`config.mk`:
```
export PLATFORM = sky130hd
export DESIGN_NAME = port_function_mux
export DESIGN_NICKNAME = d
export VERILOG_FILES = /design/src/port_mux_pkg.sv /design/src/line_select.sv /design/src/port_function_mux.sv
export SDC_FILE = /design/constraint.sdc
export NUM_CORES = 1
export LEC_CHECK = 0
export ABC_AREA = 0
export BUFFER_PORTS_ARGS = -buffer_cell sky130_fd_sc_hd__buf_2
export CORE_MARGIN = 1.5
export CORE_UTILIZATION = 50
export DETAILED_ROUTE_END_ITERATION = 7
export PLACE_DENSITY = 0.74
export REMOVE_ABC_BUFFERS = 1
export SLEW_MARGIN = 20
export SYNTH_ARGS = -nofsm -noshare
export SYNTH_HDL_FRONTEND = slang
export SYNTH_SLANG_ARGS = --single-unit
```
`constraint.sdc`:
```
create_clock -name i_sys_clk -period 1.6 [get_ports i_sys_clk]
set_input_delay 0.32 -clock i_sys_clk [delete_from_list [all_inputs] [get_ports i_sys_clk]]
set_output_delay 0.32 -clock i_sys_clk [all_outputs]
set_load 0.05 [all_outputs]
```
`src/port_mux_pkg.sv`:
```
// Purpose: shared constants and carrier types for the port function multiplexer
// Assumes: 8-bit register bus with 4-bit register index
// Notes: reset values and field positions used by the mux logic
package port_mux_pkg;

    // ========================================
    // register index map
    localparam logic [3:0] ADDR_P2_DIR = 4'h0;
    localparam logic [3:0] ADDR_P2_DATA = 4'h1;
    localparam logic [3:0] ADDR_P2_CFG = 4'h2;
    localparam logic [3:0] ADDR_P3_MODE = 4'h3;
    localparam logic [3:0] ADDR_IRQ_EDGE = 4'h4;
    localparam logic [3:0] ADDR_PORT_CFG = 4'h5;
    localparam logic [3:0] ADDR_TC0 = 4'h6;
    localparam logic [3:0] ADDR_TC1 = 4'h7;
    localparam logic [3:0] ADDR_TC2 = 4'h8;
    localparam logic [3:0] ADDR_P3_DATA = 4'h9;
    localparam logic [3:0] ADDR_P2_IN = 4'hA;
    localparam logic [3:0] ADDR_P3_IN = 4'hB;

    // ========================================
    // reset values
    localparam logic [7:0] RST_P2_DIR = 8'hFF;
    localparam logic [7:0] RST_ZERO = 8'h00;
    localparam logic [7:0] RST_PORT_CFG = 8'h03;
    localparam logic [7:0] READ_NONE = 8'h00;

    // ========================================
    // field positions
    localparam int P2CFG_PUSH_PULL_BIT = 0;
    localparam int P2CFG_HS_BIT = 1;
    localparam int P3M_ANALOG_BIT = 1;
    localparam int P3M_P0HS_BIT = 2;
    localparam int P3M_P1HS_BIT = 3;
    localparam int P3M_DM_BIT = 4;
    localparam int IRQ_EDGE_LO_BIT = 6;
    localparam int IRQ_EDGE_HI_BIT = 7;
    localparam int PORT_CONFIGURATION_REGISTER_COMP1_OFF_BIT = 0;
    localparam int PORT_CONFIGURATION_REGISTER_COMP2_OFF_BIT = 1;
    localparam int TC0_T8_OUT_BIT = 0;
    localparam int TC2_T16_OUT_BIT = 0;
    localparam int TC1_EDGE_SRC_BIT = 2;
    localparam int TC1_SEL_LO_BIT = 4;
    localparam int TC1_SEL_HI_BIT = 5;
    localparam int P2_HS_DIR_BIT = 7;

    // ========================================
    // encodings
    localparam logic [1:0] TC1_SEL_NONE = 2'h0;
    localparam logic [1:0] TC1_SEL_T8 = 2'h1;
    localparam logic [1:0] TC1_SEL_T16 = 2'h2;
    localparam logic [1:0] EDGE_FALL = 2'h0;
    localparam logic [1:0] EDGE_RISE = 2'h1;

    // ========================================
    // carriers
    typedef struct packed {
        logic t8;
        logic t16;
        logic logic_comb;
    } timer_out_t;

    typedef struct packed {
        logic p2;
        logic p1;
        logic p0;
    } hs_t;

    typedef struct packed {
        logic [7:0] p2;
        logic [3:1] p3;
        logic [1:0] comp;
    } pin_sample_t;

endpackage

```
`src/line_select.sv`:
```
// Purpose: fixed-priority source selector for one port 3 output line
// Assumes: source 0 has the highest priority
// Notes: exactly one source reaches the line; the default when none is enabled
`timescale 1ns/1ps
`default_nettype none
module line_select #(
    parameter int N = 2
) (
    input wire logic [N-1:0] i_en,
    input wire logic [N-1:0] i_src,
    input wire logic i_default,
    output logic o_line
);

    // ========================================
    // priority chain; each stage falls through to the next lower priority
    logic [N:0] chain;

    assign chain[N] = i_default;

    // counts upwards so the loop variable never goes negative
    genvar g;
    generate
        for (g = 0; g < N; g++)
        begin : g_stage
            assign chain[g] = i_en[g] ? i_src[g] : chain[g + 1];
        end
    endgenerate

    assign o_line = chain[0];

endmodule
`default_nettype wire

```
`src/port_function_mux.sv`:
```
// Purpose: port 2 configuration and port 3 line function multiplexer
// Assumes: pins and comparator outputs are asynchronous; core signals share i_sys_clk
// Notes: handshake timing and counter/timers live outside this block
//
// Summary of operation
// - In port 2 handshake, line1 and line6 carry data-available and ready.
// - Port 2 bit 7 direction picks which of those two lines is which.
// - One global bit makes all port 2 drivers push-pull or open-drain.
// - Reset leaves every port 2 bit an input with open-drain driver.
// - Port 2 inputs feed an 8-bit NOR and a NAND as wake sources.
// - Port 3 lines 1-3 are inputs, lines 4-7 push-pull outputs.
// - Port 3 mode bit 1 puts lines 1 and 2 into comparator mode.
// - Lines 1 and 2 interrupt on rising, falling or both edges, bits 6-7.
// - Line1 reaches the timer edge detector only in digital mode.
// - In analog mode the edge detector may take port2_line0 instead.
// - Comparator 1 output drives line4 when configuration bit D0 is 0.
// - A timer output selected on line4 beats the comparator output.
// - Port 3 carries handshake for ports 0, 1, 2 and three interrupt inputs.
// - Timer control bits route timer and logic outputs onto port 3.
// - In analog mode line3 latch, interrupt 1 and stop recovery are all off.
// - In digital mode line3 is input bit 3 and raises interrupt 1.
// - Both comparators power down in stop mode.
// - Lines 1-3 are stop recovery sources only while digital.
// - Configuration register puts comparator outputs on line4 and line7.
// - Line4 may carry the active-low data-memory select.
//
// Our own choices: the plain strobed port and the register offsets.
`timescale 1ns/1ps
`default_nettype none
module port_function_mux
    import port_mux_pkg::*;
(
    input wire logic i_sys_clk,
    input wire logic i_nrst,
    input wire logic [3:0] i_addr,
    input wire logic [7:0] i_wdata,
    input wire logic i_wr,
    input wire logic i_rd,
    output logic [7:0] o_rdata,
    input wire logic [7:0] i_port2_pin,
    output logic [7:0] o_port2_out,
    output logic [7:0] o_port2_oe,
    input wire logic [3:1] i_port3_pin,
    output logic [7:4] o_port3_out,
    input wire logic [1:0] i_comp_out,
    output logic [1:0] o_comp_power_en,
    input wire logic i_stop_mode,
    input wire logic i_data_access,
    input wire timer_out_t i_timer_out,
    input wire hs_t i_hs_out,
    output hs_t o_hs_in,
    output logic o_port2_line1_is_dav,
    output logic [2:0] o_irq,
    output logic o_edge_detect_in,
    output logic o_wake_nor,
    output logic o_wake_nand,
    output logic [3:1] o_stop_recovery_sources
);

    // ========================================
    // register file
    logic [7:0] p2_dir_r;
    logic [7:0] p2_data_r;
    logic [7:0] p2_cfg_r;
    logic [7:0] p3_mode_r;
    logic [7:0] irq_edge_r;
    logic [7:0] port_configuration_register_r;
    logic [7:0] timer_control_0_r;
    logic [7:0] timer_control_1_r;
    logic [7:0] timer_control_2_r;
    logic [7:0] p3_data_r;
    logic [7:0] rdata_r;
    logic [7:0] rdata_nxt;

    // port 2 all inputs, open-drain after reset
    always_ff @(posedge i_sys_clk or negedge i_nrst)
    begin
        if (!i_nrst)
        begin
            p2_dir_r <= RST_P2_DIR;
            p2_data_r <= RST_ZERO;
            p2_cfg_r <= RST_ZERO;
            p3_mode_r <= RST_ZERO;
            irq_edge_r <= RST_ZERO;
            port_configuration_register_r <= RST_PORT_CFG;
            timer_control_0_r <= RST_ZERO;
            timer_control_1_r <= RST_ZERO;
            timer_control_2_r <= RST_ZERO;
            p3_data_r <= RST_ZERO;
        end
        else if (i_wr)
        begin
            case (i_addr)
                ADDR_P2_DIR: p2_dir_r <= i_wdata;
                ADDR_P2_DATA: p2_data_r <= i_wdata;
                ADDR_P2_CFG: p2_cfg_r <= i_wdata;
                ADDR_P3_MODE: p3_mode_r <= i_wdata;
                ADDR_IRQ_EDGE: irq_edge_r <= i_wdata;
                ADDR_PORT_CFG: port_configuration_register_r <= i_wdata;
                ADDR_TC0: timer_control_0_r <= i_wdata;
                ADDR_TC1: timer_control_1_r <= i_wdata;
                ADDR_TC2: timer_control_2_r <= i_wdata;
                ADDR_P3_DATA: p3_data_r <= i_wdata;
                default: ;
            endcase
        end
    end

    // ========================================
    // pin synchronisers; stage one feeds stage two only
    pin_sample_t sync1_r;
    pin_sample_t sync2_r;
    pin_sample_t prev_r;
    pin_sample_t pin_now;

    assign pin_now = '{p2: i_port2_pin, p3: i_port3_pin, comp: i_comp_out};

    always_ff @(posedge i_sys_clk or negedge i_nrst)
    begin
        if (!i_nrst)
        begin
            sync1_r <= '1;
            sync2_r <= '1;
            prev_r <= '1;
        end
        else
        begin
            sync1_r <= pin_now;
            sync2_r <= sync1_r;
            prev_r <= sync2_r;
        end
    end

    // ========================================
    // mode decode
    logic analog;
    logic [1:0] comp_val;
    logic [1:0] comp_prev;
    logic [1:0] edge_mode;

    assign analog = p3_mode_r[P3M_ANALOG_BIT];
    assign o_comp_power_en = {2{analog & ~i_stop_mode}};
    // powered-down comparators read low so stale levels never reach the pins
    assign comp_val = sync2_r.comp & o_comp_power_en;
    assign comp_prev = prev_r.comp & o_comp_power_en;
    assign edge_mode = {irq_edge_r[IRQ_EDGE_HI_BIT], irq_edge_r[IRQ_EDGE_LO_BIT]};

    // ========================================
    // port 2 drivers and wake gates
    logic push_pull;

    assign push_pull = p2_cfg_r[P2CFG_PUSH_PULL_BIT];
    assign o_port2_out = p2_data_r;

    // open-drain only drives the low level; a set dir bit means input
    genvar b;
    generate
        for (b = 0; b < 8; b++)
        begin : g_p2_oe
            assign o_port2_oe[b] = ~p2_dir_r[b] & (push_pull | ~p2_data_r[b]);
        end
    endgenerate

    assign o_wake_nor = ~|sync2_r.p2;
    assign o_wake_nand = ~&sync2_r.p2;

    // ========================================
    // interrupt edge detection
    logic [3:1] src_now;
    logic [3:1] src_prev;
    logic [3:1] rise;
    logic [3:1] fall;
    logic [2:1] hit12;
    logic [2:0] irq_nxt;
    logic [2:0] irq_r;

    // lines 1 and 2 follow the comparators in analog mode
    assign src_now = {sync2_r.p3[3], analog ? comp_val : sync2_r.p3[2:1]};
    assign src_prev = {prev_r.p3[3], analog ? comp_prev : prev_r.p3[2:1]};
    assign rise = src_now & ~src_prev;
    assign fall = ~src_now & src_prev;

    always_comb
    begin
        case (edge_mode)
            EDGE_FALL: hit12 = fall[2:1];
            EDGE_RISE: hit12 = rise[2:1];
            default: hit12 = rise[2:1] | fall[2:1];
        endcase
        // line1 raises irq2, line2 irq0, line3 irq1
        irq_nxt = {hit12[1], fall[3] & ~analog, hit12[2]};
    end

    always_ff @(posedge i_sys_clk or negedge i_nrst)
    begin
        if (!i_nrst)
            irq_r <= RST_ZERO[2:0];
        else
            irq_r <= irq_nxt;
    end

    assign o_irq = irq_r;

    // ========================================
    // timer edge detection source
    logic edge_src_p20;
    logic edge_nxt;
    logic edge_r;

    assign edge_src_p20 = timer_control_1_r[TC1_EDGE_SRC_BIT];

    always_comb
    begin
        if (edge_src_p20)
            edge_nxt = sync2_r.p2[0];
        else if (!analog)
            edge_nxt = sync2_r.p3[1];
        else
            edge_nxt = 1'b0;
    end

    always_ff @(posedge i_sys_clk or negedge i_nrst)
    begin
        if (!i_nrst)
            edge_r <= 1'b0;
        else
            edge_r <= edge_nxt;
    end

    assign o_edge_detect_in = edge_r;

    // ========================================
    // stop recovery and handshake inputs
    // lines idle high when analog so a handshake never sees a false strobe
    assign o_stop_recovery_sources = analog ? 3'h0 : sync2_r.p3;
    assign o_hs_in = '{p2: analog | sync2_r.p3[1], p1: analog | sync2_r.p3[3], p0: analog | sync2_r.p3[2]};
    assign o_port2_line1_is_dav = p2_dir_r[P2_HS_DIR_BIT];

    // ========================================
    // port 3 output priority
    logic [1:0] tc1_sel;
    logic line6_timer;
    logic [3:0] en4;
    logic [3:0] src4;
    logic [1:0] en5;
    logic [1:0] src5;
    logic [1:0] en6;
    logic [1:0] src6;
    logic line4;
    logic line5;
    logic line6;
    logic line7;
    logic [7:4] p3_out_r;

    assign tc1_sel = {timer_control_1_r[TC1_SEL_HI_BIT], timer_control_1_r[TC1_SEL_LO_BIT]};

    always_comb
    begin
        case (tc1_sel)
            TC1_SEL_T8: line6_timer = i_timer_out.t8;
            TC1_SEL_T16: line6_timer = i_timer_out.t16;
            default: line6_timer = i_timer_out.logic_comb;
        endcase
    end

    // line4: timer, comparator 1, data memory select, port 1 handshake
    assign en4 = {p3_mode_r[P3M_P1HS_BIT], p3_mode_r[P3M_DM_BIT],
                  ~port_configuration_register_r[PORT_CONFIGURATION_REGISTER_COMP1_OFF_BIT], timer_control_0_r[TC0_T8_OUT_BIT]};
    assign src4 = {i_hs_out.p1, ~i_data_access, comp_val[0], i_timer_out.t8};

    line_select #(.N(4)) u_line4 (
        .i_en(en4),
        .i_src(src4),
        .i_default(p3_data_r[4]),
        .o_line(line4)
    );

    // line5: 16-bit timer, port 0 handshake
    assign en5 = {p3_mode_r[P3M_P0HS_BIT], timer_control_2_r[TC2_T16_OUT_BIT]};
    assign src5 = {i_hs_out.p0, i_timer_out.t16};

    line_select #(.N(2)) u_line5 (
        .i_en(en5),
        .i_src(src5),
        .i_default(p3_data_r[5]),
        .o_line(line5)
    );

    // line6: timer or logic combination, port 2 handshake
    assign en6 = {p2_cfg_r[P2CFG_HS_BIT], tc1_sel != TC1_SEL_NONE};
    assign src6 = {i_hs_out.p2, line6_timer};

    line_select #(.N(2)) u_line6 (
        .i_en(en6),
        .i_src(src6),
        .i_default(p3_data_r[6]),
        .o_line(line6)
    );

    // line7: comparator 2 only
    line_select #(.N(1)) u_line7 (
        .i_en(~port_configuration_register_r[PORT_CONFIGURATION_REGISTER_COMP2_OFF_BIT]),
        .i_src(comp_val[1]),
        .i_default(p3_data_r[7]),
        .o_line(line7)
    );

    // registered so that the pins never glitch between sources
    always_ff @(posedge i_sys_clk or negedge i_nrst)
    begin
        if (!i_nrst)
            p3_out_r <= RST_ZERO[7:4];
        else
            p3_out_r <= {line7, line6, line5, line4};
    end

    assign o_port3_out = p3_out_r;

    // ========================================
    // register read path
    logic [7:0] p3_in_view;

    // line3 drops out of the input register in analog mode
    assign p3_in_view = {4'h0, sync2_r.p3[3] & ~analog, analog ? comp_val : sync2_r.p3[2:1], 1'b0};

    always_comb
    begin
        rdata_nxt = READ_NONE;
        if (i_rd)
        begin
            case (i_addr)
                ADDR_P2_DIR: rdata_nxt = p2_dir_r;
                ADDR_P2_DATA: rdata_nxt = p2_data_r;
                ADDR_P2_CFG: rdata_nxt = p2_cfg_r;
                ADDR_P3_MODE: rdata_nxt = p3_mode_r;
                ADDR_IRQ_EDGE: rdata_nxt = irq_edge_r;
                ADDR_PORT_CFG: rdata_nxt = port_configuration_register_r;
                ADDR_TC0: rdata_nxt = timer_control_0_r;
                ADDR_TC1: rdata_nxt = timer_control_1_r;
                ADDR_TC2: rdata_nxt = timer_control_2_r;
                ADDR_P3_DATA: rdata_nxt = p3_data_r;
                ADDR_P2_IN: rdata_nxt = sync2_r.p2;
                ADDR_P3_IN: rdata_nxt = p3_in_view;
                default: rdata_nxt = READ_NONE;
            endcase
        end
    end

    always_ff @(posedge i_sys_clk or negedge i_nrst)
    begin
        if (!i_nrst)
            rdata_r <= READ_NONE;
        else
            rdata_r <= rdata_nxt;
    end

    assign o_rdata = rdata_r;

endmodule
`default_nettype wire

```
==> parameters.txt, run 1 <==
Parameter                              Value

Die
  Die extent in y    about 110 um
  Die Outline Area    around 12000 um^2
  Die Wd    111 um
  Starting density of the core    50.9%
  Boundary pin count    80
  Core Region    between 10000 and 15000 um^2
  Cell Rows    39

STA
  Final critical-path share of the clock period    122%
  Worst Clk Skew    roughly 0.010 ns
  Minimum period implied by the final worst setup slack    roughly 1.9 ns
  Max-slew violations    0
  Setup slack of the critical path after layout    -0.347 ns
  Slew Limit Headroom    just under 70%
  Maximum clock frequency    around 0.5 GHz
  RSZ-0062 raised after global routing    true
  Count of endpoints failing hold in the final timing report    0
  Number of endpoints failing setup at the final stage    21
  Transition time at the pin with the least slew margin    between 0.4 and 0.5 ns
  Setup TNS Final    -2.23 ns

Final layout
  Most frequent cells in the layout    sky130_fd_sc_hd__dfrtp_1, sky130_fd_sc_hd__mux2_2, sky130_fd_sc_hd__buf_4
  Number of nets in the layout    653
  Diode insertion count for antenna repair    0
  Most frequent standard cell in the layout excluding fill and tap cells    sky130_fd_sc_hd__dfrtp_1
  Area of all placed cells without fillers    ~8000 um^2
  Post-synthesis to final-layout area growth    40.4%
  Post-layout instance count excluding filler cells    approximately 770
  Share of post-route cells with drive strength above 1    slightly below 60%
  FILL cells    756

CTS
  Clock Tree Root    sky130_fd_sc_hd__clkbuf_16
  Clock Sinks    between 100 and 150
  Number of H-tree levels    4
  Clock-pin slew on the worst setup and hold paths    around 0.060 ns
  Buffer levels on the longest clock path    2
  Insertion delay of the later-clocked pin in the worst-skew pair    around 0.43 ns
  Clock tree from TritonCTS    done
  Num CTS Buffers    17

Route
  1st-pass router iterations    5
  Detailed-route vias per instance    about 5.7
  Total vias in the final route    approximately 4400
  Detail Route met3 WL    1020 um
  Post-detailed-route count of antenna-violating nets    0
  Max Used Layer    met4
  Initial DRC Count    321
  Drt drc    0
  Met2 layer wire length in the routed design    8360 um
  Detail-routed net length per standard cell    around 22 um
  Wirelength, routed    16800 um
  Post-Route M1 WL    roughly 7100 um

Worst hold path
  Class of the tightest hold or removal check    in2reg

Setup path
  Category of cells accounting for the largest share of critical-path delay    simple AND/OR/NAND/NOR gates
  CP Class    reg2out
  Cell Chain, Critical Path    or4_4 > nor2_4 > buf_8
  Worst path bufs/invs    1
  Delay of the slowest cell on the worst path    between 0.5 and 0.6 ns
  Sort of element at the end of the critical path    primary output
  Worst path slowest cell    sky130_fd_sc_hd__or4_4
  Data required time of the critical path    1.28 ns
  Crit path max fanout    2
  Launching element type of the critical path    flip-flop
  Arr. time, crit path    around 1.6 ns

Synth
  Synth async-reset ratio    100%
  Flop and latch count out of synthesis    about 130
  Mean post-synth cell area    ~13 um^2
  Post-synth EDFFs    0
  Proportion of synthesized chip area in sequential cells    a little under three fifths
  YS warnings    0
  Number of different library cells in the post-synthesis netlist    55
  Main flop type after synthesis    sky130_fd_sc_hd__dfrtp_1
  Gate Count Post-Synth    around 450
  Synthesized area    5790 um^2

Placed design
  Post-Place Cell Area    6800 um^2
  Placed Cells incl. Taps    705
  Setup slack after placement    -0.216 ns
  Total of buffers placed on input and output ports    roughly 80
  Post-detail-place hpwl    between 10000 and 15000 um
  GP Congestion    slightly above 0.9

Global routing
  Total congestion overflow    0
  GRT Resource Usage Total    roughly 29%
  First-pass GRT wire length    about 26000 um
  Antenna violations before repair    0
  Via count of the first global-routing pass    between 4000 and 5000
  Pin count of the biggest net entering global routing    47

Power and ir drop
  Worst VDD drop    about 1400 uV
  Overall Power    approximately 12 mW
  Power density over the cells    1450 nW/um^2
  Leakage power    3.67 nW

Flow run
  Number of max-cap violations    0

Outcome
  Violations in the final reports    setup timing
  Outcome    finished with violations
-- power breakdown --
group | internal, mW | switching (mW) | leakage, nW
clock network | 2.90 | 1.49 | 0.323
logic | 1.32 | 1.71 | 1.85
registers | 3.88 | 0.519 | 1.50
-- what timing repair did --
item	in CTS	in global routing
pin swaps	18	11
endpoints found under the hold margin	28	0
setup endpoints to repair	21	24
hold buffers	14	0
gates resized for setup	88	24
buffers inserted	10	4
-- registers in the layout, summed over array words and instances, names as in the netlist --
signal and flops:
sync1_r 13, sync2_r 12, irq_edge_r 8, o_port2_out 8
o_rdata 8, p2_cfg_r 8, p2_dir_r 8, p3_data_r 8
p3_mode_r 8, port_configuration_register_r 8, timer_control_0_r 8, timer_control_1_r 8
timer_control_2_r 8, prev_r 5, o_port3_out 4, o_irq 3
o_edge_detect_in 1, src_now 1
-- stage by stage --
stage                     hold WS [ns]  util, %
final                            0.118     71.5
after global routing             0.122     71.5
after CTS                        0.103     70.3
after detailed placement         0.245     59.8
after global placement           0.246     59.8
after floorplan                 0.0244        -
-- synthesized netlist by cell type, drive strengths merged, types with 5 or more instances --
cell	count	area [um^2]
mux2	85	987
nor2	17	71.3
nor3	6	52.6
nand2b	5	31.3
nand2	18	77.6
inv	16	60.1
dfstp	41	1080
buf	31	186
a32o	6	60.1
ha	7	87.6
nor2b	11	76.3
or2	6	37.5
mux2i	17	170
dfrtp	86	2150
a32oi	5	43.8
nand3b	7	52.6
a21oi	22	110
o21ai	5	25.0
-- worst register-to-register path: stages, from the launching register on --
cell and delay [ns]:
sky130_fd_sc_hd__dfrtp_2 0.47, sky130_fd_sc_hd__buf_6 0.14, sky130_fd_sc_hd__nand2b_4 0.14, sky130_fd_sc_hd__buf_4 0.14, sky130_fd_sc_hd__nand2_2 0.09, sky130_fd_sc_hd__inv_2 0.04, sky130_fd_sc_hd__ha_2 0.16, sky130_fd_sc_hd__nor2b_4 0.12
sky130_fd_sc_hd__a211oi_2 0.27, sky130_fd_sc_hd__a21oi_2 0.05
-- path summary, 6_finish.rpt --
kind,from,end,slack [ns],cells after the start
setup / recovery,sync2_r[6],o_wake_nor,-0.35,3
hold / removal,i_timer_out[1],o_port3_out[5],0.12,3
setup reg to reg,p3_mode_r[1],o_irq[2],-0.15,9
hold reg to reg,sync1_r[2],sync2_r[2],0.35,0
max in group asynchronous,i_nrst,prev_r[4],0.64,3
min in group asynchronous,i_nrst,irq_edge_r[1],0.33,2
-- area by class of cell --
type	instances	area [um^2]	area share, %
multi-input cells	273	2530	31.1
repair buffers	174	1450	17.9
clock inverters	12	205	2.52
clock buffers	20	467	5.74
inverters	16	65.1	0.800
flip-flops and latches	127	3230	39.7
well taps	143	179	2.20
-- cells by family after synthesis --
logic type | after synthesis | synth area share, %
and+or+nand+nor | 88 | 8.97
buffers and inverters | 48 | 4.32
AOI/OAI and AO/OA | 76 | 9.42
adders and majority gates | 7 | 1.51
DFF | 127 | 55.8
muxes | 102 | 20.0
-- layer usage --
metal  vias to the layer above  track usage [%]
met4                         0             10.5
met1                      2228             37.6
met2                       182             45.5
met3                        23             8.01
li1                       1950                -
met5                         -                0
No activity file was read; power rests on OpenSTA's default activity.
==> run 2, diff against run 1 <==
- TNS_END_PERCENT: unset -> 20
==> run 2 against run 1 <==
Against the previous run: the flow still finishes with violations (setup timing); critical endpoint unchanged; combinational power fell by 5%; register-to-register slack improved by 0.06 ns; sequential share of layout area is 0.86 points higher; largest cell class unchanged; largest power group unchanged.
==> parameters.txt, run 2 (same netlist as run 1, synthesis figures left out) <==
Parameter                              Value

Final layout
  Post-synthesis to final-layout area growth    37.5%
  Largest Register    sync1_r
  Share of post-route cells with drive strength above 1    55.4% (-3.1 points)
  Most frequent standard cell in the layout excluding fill and tap cells    sky130_fd_sc_hd__dfrtp_1
  Top Registers    sync1_r x13, sync2_r x12
  Most frequent cells in the layout    sky130_fd_sc_hd__dfrtp_1, sky130_fd_sc_hd__mux2_2, sky130_fd_sc_hd__buf_2
  Diode insertion count for antenna repair    0 (unchanged)
  Number of nets in the layout    645 (-1.2%)
  Final Util    70.0% (-1.5 points)
  FILL cells    790 (+4.5%)
  Post-layout instance count excluding filler cells    757 (-1.0%)
  Flip-flop count of the largest register after layout    13 (unchanged)

Route
  Post-detailed-route count of antenna-violating nets    0 (unchanged)
  Detail-routed net length per standard cell    21.5 um (-2.0%)
  Drt drc    0 (unchanged)
  1st-pass router iterations    5 (unchanged)
  Initial DRC Count    354 (+10%)
  Total vias in the final route    4341 (-0.96%)
  Detailed-route vias per instance    5.73 (about the same)
  Wirelength, routed    16300 um (-3.0%)

Outcome
  Outcome    finished with violations
  Violations in the final reports    setup timing

Placed design
  GP Congestion    0.936 (unchanged)
  Placed Cells incl. Taps    705 (unchanged)
  Setup slack after placement    -0.216 ns (unchanged)
  Post-detail-place hpwl    11000 um (unchanged)
  Total of buffers placed on input and output ports    79 (unchanged)

STA
  Worst Clk Skew    0.00894 ns (-0.00139 ns)
  Final critical-path share of the clock period    121% (-0.29 points)
  Number of endpoints failing setup at the final stage    20 (-4.8%)
  Setup TNS Final    -2.36 ns (-0.135 ns)
  RSZ-0062 raised after global routing    true
  Max-slew violations    0 (unchanged)
  Minimum period implied by the final worst setup slack    1.94 ns (-0.00458 ns)
  Count of endpoints failing hold in the final timing report    0 (unchanged)
  Setup slack of the critical path after layout    -0.342 ns (+0.00458 ns)
  Maximum clock frequency    0.515 GHz (+0.24%)
  Slew Limit Headroom    69.7% (+0.86 points)
  Transition time at the pin with the least slew margin    0.452 ns (-0.0152 ns)

Setup path
  Cell Chain, Critical Path    or4_4 > nor2_4 > buf_8
  Category of cells accounting for the largest share of critical-path delay    simple AND/OR/NAND/NOR gates
  CP Class    reg2out
  Delay of the slowest cell on the worst path    0.54 ns (about the same)
  Worst path bufs/invs    1 (unchanged)
  Reg-to-reg setup timing slack    -0.09 ns (+0.06 ns)
  Launching element type of the critical path    flip-flop
  Data required time of the critical path    1.28 ns (about the same)
  Sort of element at the end of the critical path    primary output
  Crit path max fanout    2 (unchanged)
  Arr. time, crit path    1.62 ns (about the same)
  Worst path slowest cell    sky130_fd_sc_hd__or4_4

CTS
  Clock Sinks    127 (unchanged)
  Clock tree from TritonCTS    done
  Clock-pin slew on the worst setup and hold paths    0.06 ns (about the same)
  Clock Tree Root    sky130_fd_sc_hd__clkbuf_16
  Num CTS Buffers    17 (unchanged)
  Buffer levels on the longest clock path    2 (unchanged)
  Insertion delay of the later-clocked pin in the worst-skew pair    0.43 ns (about the same)
  Number of H-tree levels    4 (unchanged)

Global routing
  Pin count of the biggest net entering global routing    47 (unchanged)
  Total congestion overflow    0 (unchanged)
  Antenna violations before repair    0 (unchanged)
  First-pass GRT wire length    25900 um (-1.0%)
  GRT Resource Usage Total    28.3% (-0.29 points)
  Via count of the first global-routing pass    4630 (-0.98%)

Die
  Starting density of the core    50.9% (unchanged)
  Die Outline Area    12200 um^2 (unchanged)
  Core Region    11400 um^2 (unchanged)
  Boundary pin count    80 (unchanged)
  Die Wd    111 um (unchanged)
  Die extent in y    111 um (unchanged)
  Cell Rows    39 (unchanged)

Worst hold path
  Class of the tightest hold or removal check    in2reg

Power and ir drop
  Power density over the cells    1460 nW/um^2 (+0.44%)
  Leakage power    3.62 nW (-1.5%)
  Overall Power    11.6 mW (-1.7%)
  Worst VDD drop    1430 uV (-0.39%)

Flow run
  Number of max-cap violations    0 (unchanged)
## run 2: cell types whose count changed in the layout (fill, tap and decap cells not counted), moves of 2 or more
cell,before,now
sky130_fd_sc_hd__nand2_2,7,4
sky130_fd_sc_hd__ha_1,4,6
sky130_fd_sc_hd__a21oi_4,7,5
sky130_fd_sc_hd__nor2b_4,4,2
sky130_fd_sc_hd__buf_4,62,58
sky130_fd_sc_hd__inv_1,10,13
sky130_fd_sc_hd__buf_8,8,6
sky130_fd_sc_hd__buf_6,20,18
sky130_fd_sc_hd__inv_2,4,2
sky130_fd_sc_hd__nor2_1,13,15
sky130_fd_sc_hd__nand2_1,11,14
sky130_fd_sc_hd__nor2b_1,7,9
## run 2: cell type report
cell class                 instances  area, um^2  area share [%]
clock buffer                      20         467            5.86
clock inverter                    12         205            2.58
inverter                          16        62.6           0.786
multi-input combinational        273        2440            30.7
sequential                       127        3230            40.6
tap                              143         179            2.25
timing repair buffer             166        1370            17.2
## run 2: tightest hold or removal path, delay by kind of cell
family	cells	cell delay, ns
AND/OR/NAND/NOR	1	0.04
AO/OA/AOI/OAI	1	0.06
buffers and inverters	1	0.09
## run 2: report_power, final
| part | leakage, nW | internal, mW | total, mW | switching [mW] |
|---|---|---|---|---|
| Combinational | 1.80 | 1.23 | 2.88 | 1.66 |
| Sequential | 1.50 | 3.88 | 4.37 | 0.495 |
| Clock | 0.323 | 2.90 | 4.37 | 1.47 |
## run 2: what timing repair did
action | 4_1_cts | 5_1_grt
setup endpoints to repair | 21 | 24
buffers inserted | 4 | 2
pin swaps | 11 | 5
hold buffers | 14 | 0
gates resized for setup | 64 | 18
hold endpoints to repair | 28 | 0
## run 2: path summary, 6_finish.rpt
path                                   to            from  depth (start not counted)
max in group asynchronous       prev_r[4]          i_nrst                          3
max reg2reg                      o_irq[2]    p3_mode_r[1]                          9
min reg2reg                    sync2_r[6]      sync1_r[6]                          0
max                            o_wake_nor      sync2_r[6]                          3
min                        o_port3_out[5]  i_timer_out[1]                          3
min in group asynchronous   irq_edge_r[1]          i_nrst                          2
## run 2: routing by layer
metal	track usage [%]	wire, um	vias up
met5	0	0	-
met4	11.0	272	0
met3	8.51	1150	26
met2	44.6	8030	200
met1	37.0	6800	2182
li1	-	-	1933
## run 2: through the flow
stage	instance area, um^2	hold slack [ns]
after floorplan	5600	0.0244
after global placement	6800	0.246
after detailed placement	6800	0.245
after CTS	7860	0.103
after global routing	7960	0.119
final	7960	0.124
==> run 3, diff against run 2 <==
- ABC_AREA: 0 -> 1
==> run 3 against run 2 <==
Against the previous run: the run still ends with setup timing left; synthesized cell count grew 40%; sequential share of layout area up 4.2 points; critical path depth grew 1; sequential cell count is the same; maximum frequency is 7.2% lower; area after synthesis down 5.1%; critical path type unchanged.
==> parameters.txt, run 3 <==
Parameter                              Value

Synth
  Synth async-reset ratio    100% (unchanged)
  Number of different library cells in the post-synthesis netlist    24 (-56%)
  Leading cell type by number of instances after synthesis    sky130_fd_sc_hd__nand2_1
  Mean post-synth cell area    8.77 um^2 (-32%)
  Flop and latch count out of synthesis    127 (unchanged)
  Main flop type after synthesis    sky130_fd_sc_hd__dfrtp_1
  Cells taking the most area after synthesis    sky130_fd_sc_hd__dfrtp_1, sky130_fd_sc_hd__dfstp_2, sky130_fd_sc_hd__nand2_1
  Synthesized area    5490 um^2 (-5.1%)
  YS warnings    0 (unchanged)
  Leading post-synthesis cells by instance count    sky130_fd_sc_hd__nand2_1, sky130_fd_sc_hd__nand3_1, sky130_fd_sc_hd__dfrtp_1, sky130_fd_sc_hd__o21ai_0, sky130_fd_sc_hd__inv_1
  Library cell with the largest summed area after synthesis    sky130_fd_sc_hd__dfrtp_1
  Proportion of synthesized chip area in sequential cells    58.8% (+3.0 points)
  Gate Count Post-Synth    626 (+40%)
  Post-synth top area share    39.2% (+2.0 points)
  Post-synth EDFFs    0 (unchanged)

Final layout
  Most frequent cells in the layout    sky130_fd_sc_hd__nand2_1, sky130_fd_sc_hd__nand3_1, sky130_fd_sc_hd__dfrtp_1
  Diode insertion count for antenna repair    0 (unchanged)
  Post-synthesis to final-layout area growth    31.4%
  Number of nets in the layout    783 (+21%)
  Area of all placed cells without fillers    7220 um^2 (-9.3%)
  Flip-flop count of the largest register after layout    13 (unchanged)
  Most frequent standard cell in the layout excluding fill and tap cells    sky130_fd_sc_hd__nand2_1
  Largest Register    sync1_r
  Share of post-route cells with drive strength above 1    28.2% (-27 points)
  Top Registers    sync1_r x13, sync2_r x12
  FILL cells    801 (+1.4%)

STA
  Worst Clk Skew    0.0107 ns (+0.00177 ns)
  Slew Limit Headroom    69.2% (-0.48 points)
  Setup slack of the critical path after layout    -0.492 ns (-0.150 ns)
  Setup TNS Final    -2.73 ns (-0.362 ns)
  Number of endpoints failing setup at the final stage    18 (-10%)
  Minimum period implied by the final worst setup slack    2.09 ns (+0.150 ns)
  RSZ-0062 raised after global routing    true
  Transition time at the pin with the least slew margin    0.462 ns (+0.0102 ns)
  Worst Hold Margin    0.0863 ns (-0.0374 ns)
  Maximum clock frequency    0.478 GHz (-7.2%)
  Count of endpoints failing hold in the final timing report    0 (unchanged)
  Final critical-path share of the clock period    131% (+9.4 points)
  Max-slew violations    0 (unchanged)

Die
  Starting density of the core    50.9% (about the same)
  Cell Rows    38 (-2.6%)
  Core Region    10800 um^2 (-5.1%)
  Die Outline Area    11600 um^2 (-5.0%)
  Die Wd    108 um (-2.5%)
  Boundary pin count    80 (unchanged)
  Die extent in y    108 um (-2.5%)

Setup path
  Worst path slowest cell    sky130_fd_sc_hd__dfstp_2
  Delay of the slowest cell on the worst path    0.54 ns (about the same)
  Crit path max fanout    2 (unchanged)
  Sort of element at the end of the critical path    primary output
  Category of cells accounting for the largest share of critical-path delay    flip-flops
  Cell Chain, Critical Path    inv_1 > nor3_1 > nand2_1 > buf_6
  Reg-to-reg critical path startpoint    p3_mode_r[1]
  Arr. time, crit path    1.77 ns (+0.15 ns)
  CP Class    reg2out
  Launch point of the worst path    sync2_r[11]
  Data required time of the critical path    1.28 ns (about the same)
  Worst path bufs/invs    2 (+1)
  Launching element type of the critical path    flip-flop

Global routing
  GRT Resource Usage Total    28.1% (-0.22 points)
  Pin count of the biggest net entering global routing    78 (+66%)
  Via count of the first global-routing pass    4761 (+2.8%)
  Met1 Track Usage GR    35.3% (-1.7 points)
  Met2 track demand over resource    46.5% (+1.9 points)
  Busiest layer in global routing    met2
  Total congestion overflow    0 (unchanged)
  Met3 Track Usage GR    6.66% (-1.8 points)
  Antenna violations before repair    0 (unchanged)
  First-pass GRT wire length    24400 um (-6.1%)

CTS
  Num CTS Buffers    17 (unchanged)
  Number of H-tree levels    4 (unchanged)
  Clock tree from TritonCTS    done
  Clock-pin slew on the worst setup and hold paths    0.06 ns (about the same)
  Clock Sinks    127 (unchanged)
  Buffer levels on the longest clock path    2 (unchanged)
  Clock Tree Root    sky130_fd_sc_hd__clkbuf_8
  Insertion delay of the later-clocked pin in the worst-skew pair    0.53 ns (+0.10 ns)

Outcome
  Outcome    finished with violations
  Violations in the final reports    setup timing

Power and ir drop
  Worst VDD drop    910 uV (-36%)
  Leakage power    3.63 nW (+0.25%)
  Overall Power    10.7 mW (-8.3%)
  Power density over the cells    1480 nW/um^2 (+1.1%)

Worst hold path
  Min-Delay Startpoint    i_timer_out[0]
  Class of the tightest hold or removal check    in2reg

Route
  Drt drc    0 (unchanged)
  Total vias in the final route    5033 (+16%)
  Post-detailed-route count of antenna-violating nets    0 (unchanged)
  Initial DRC Count    485 (+37%)
  1st-pass router iterations    6 (+1)
  Wirelength, routed    15600 um (-3.9%)
  Detail-routed net length per standard cell    17.5 um (-18%)
  Detailed-route vias per instance    5.64 (-1.6%)

Placed design
  Post-Place Cell Area    6160 um^2 (-9.4%)
  GP Congestion    0.973 (+4.0%)
  Setup slack after placement    -0.0380 ns (+0.178 ns)
  Total of buffers placed on input and output ports    79 (unchanged)
  Post-detail-place hpwl    9660 um (-12%)

Flow run
  Number of max-cap violations    0 (unchanged)
==> run 3: cell count changes in the layout (fill, tap and decap cells not counted), sizes merged, moves of 6 or more <==
cell / before / now
inv: 18 / 49
o21ai: 5 / 89
a21oi: 22 / 9
nor2b: 11 / 0
a32o: 6 / 0
nand3: 4 / 90
mux2i: 17 / 0
mux2: 85 / 0
nor2: 17 / 44
nand3b: 7 / 0
nand2: 18 / 176
buf: 151 / 104
==> run 3: where the power goes <==
group,switching [mW],internal (mW),leakage [nW]
clock,1.39,2.74,0.310
combinational,1.57,0.746,1.79
sequential,0.393,3.81,1.53
==> run 3: final cells by class <==
type	instances	area, um^2	area share [%]
flip-flops and latches	127	3230	44.8
clock buffers	23	487	6.74
multi-input cells	425	2030	28.2
inverters	49	191	2.65
clock inverters	9	154	2.13
well taps	140	175	2.43
repair buffers	119	946	13.1
==> run 3: logic make-up (layout without fill, tap and decap cells) <==
group                      after synthesis  in the layout  share of synthesized area (%)
AOI/OAI and AO/OA                      102            102                           9.45
adders and majority gates                7              7                           1.59
buffers and inverters                   74            200                           5.49
DFF                                    127            127                           58.8
and+or+nand+nor                        316            316                           24.7
==> run 3: layer usage <==
layer,vias to the layer above,wire (um),part of all wire [%]
li1,2270,-,-
met1,2442,5940,38
met4,0,480,3.1
met3,45,1250,8.0
met5,-,0,0
met2,276,7950,51
==> run 3: timing repair <==
item                                   in CTS  in global routing
endpoints found under the hold margin     104                  0
resized for setup                          57                 15
setup endpoints to repair                  20                 22
buffers inserted                            6                  3
hold buffers                               14                  0
pin swaps                                   5                  3
==> run 3: tightest hold or removal path: stages <==
cell                      delay [ns]
sky130_fd_sc_hd__buf_2          0.07
sky130_fd_sc_hd__o21ai_0        0.07
sky130_fd_sc_hd__o22ai_1        0.10
==> run 3: final timing paths <==
kind | end | slack (ns) | cells after the start
min | o_port3_out[6] | 0.09 | 3
min in group asynchronous | sync1_r[11] | 0.35 | 2
max reg2reg | o_irq[0] | 0.03 | 7
min reg2reg | sync2_r[5] | 0.35 | 0
max in group asynchronous | p2_dir_r[5] | 0.81 | 3
max | o_wake_nand | -0.49 | 4
==> run 3: per-stage QoR <==
stage	util (%)	cells
final	66.9	892
after global routing	66.9	892
after CTS	66.2	889
after detailed placement	57.1	837
after global placement	57.1	837
after floorplan	-	601
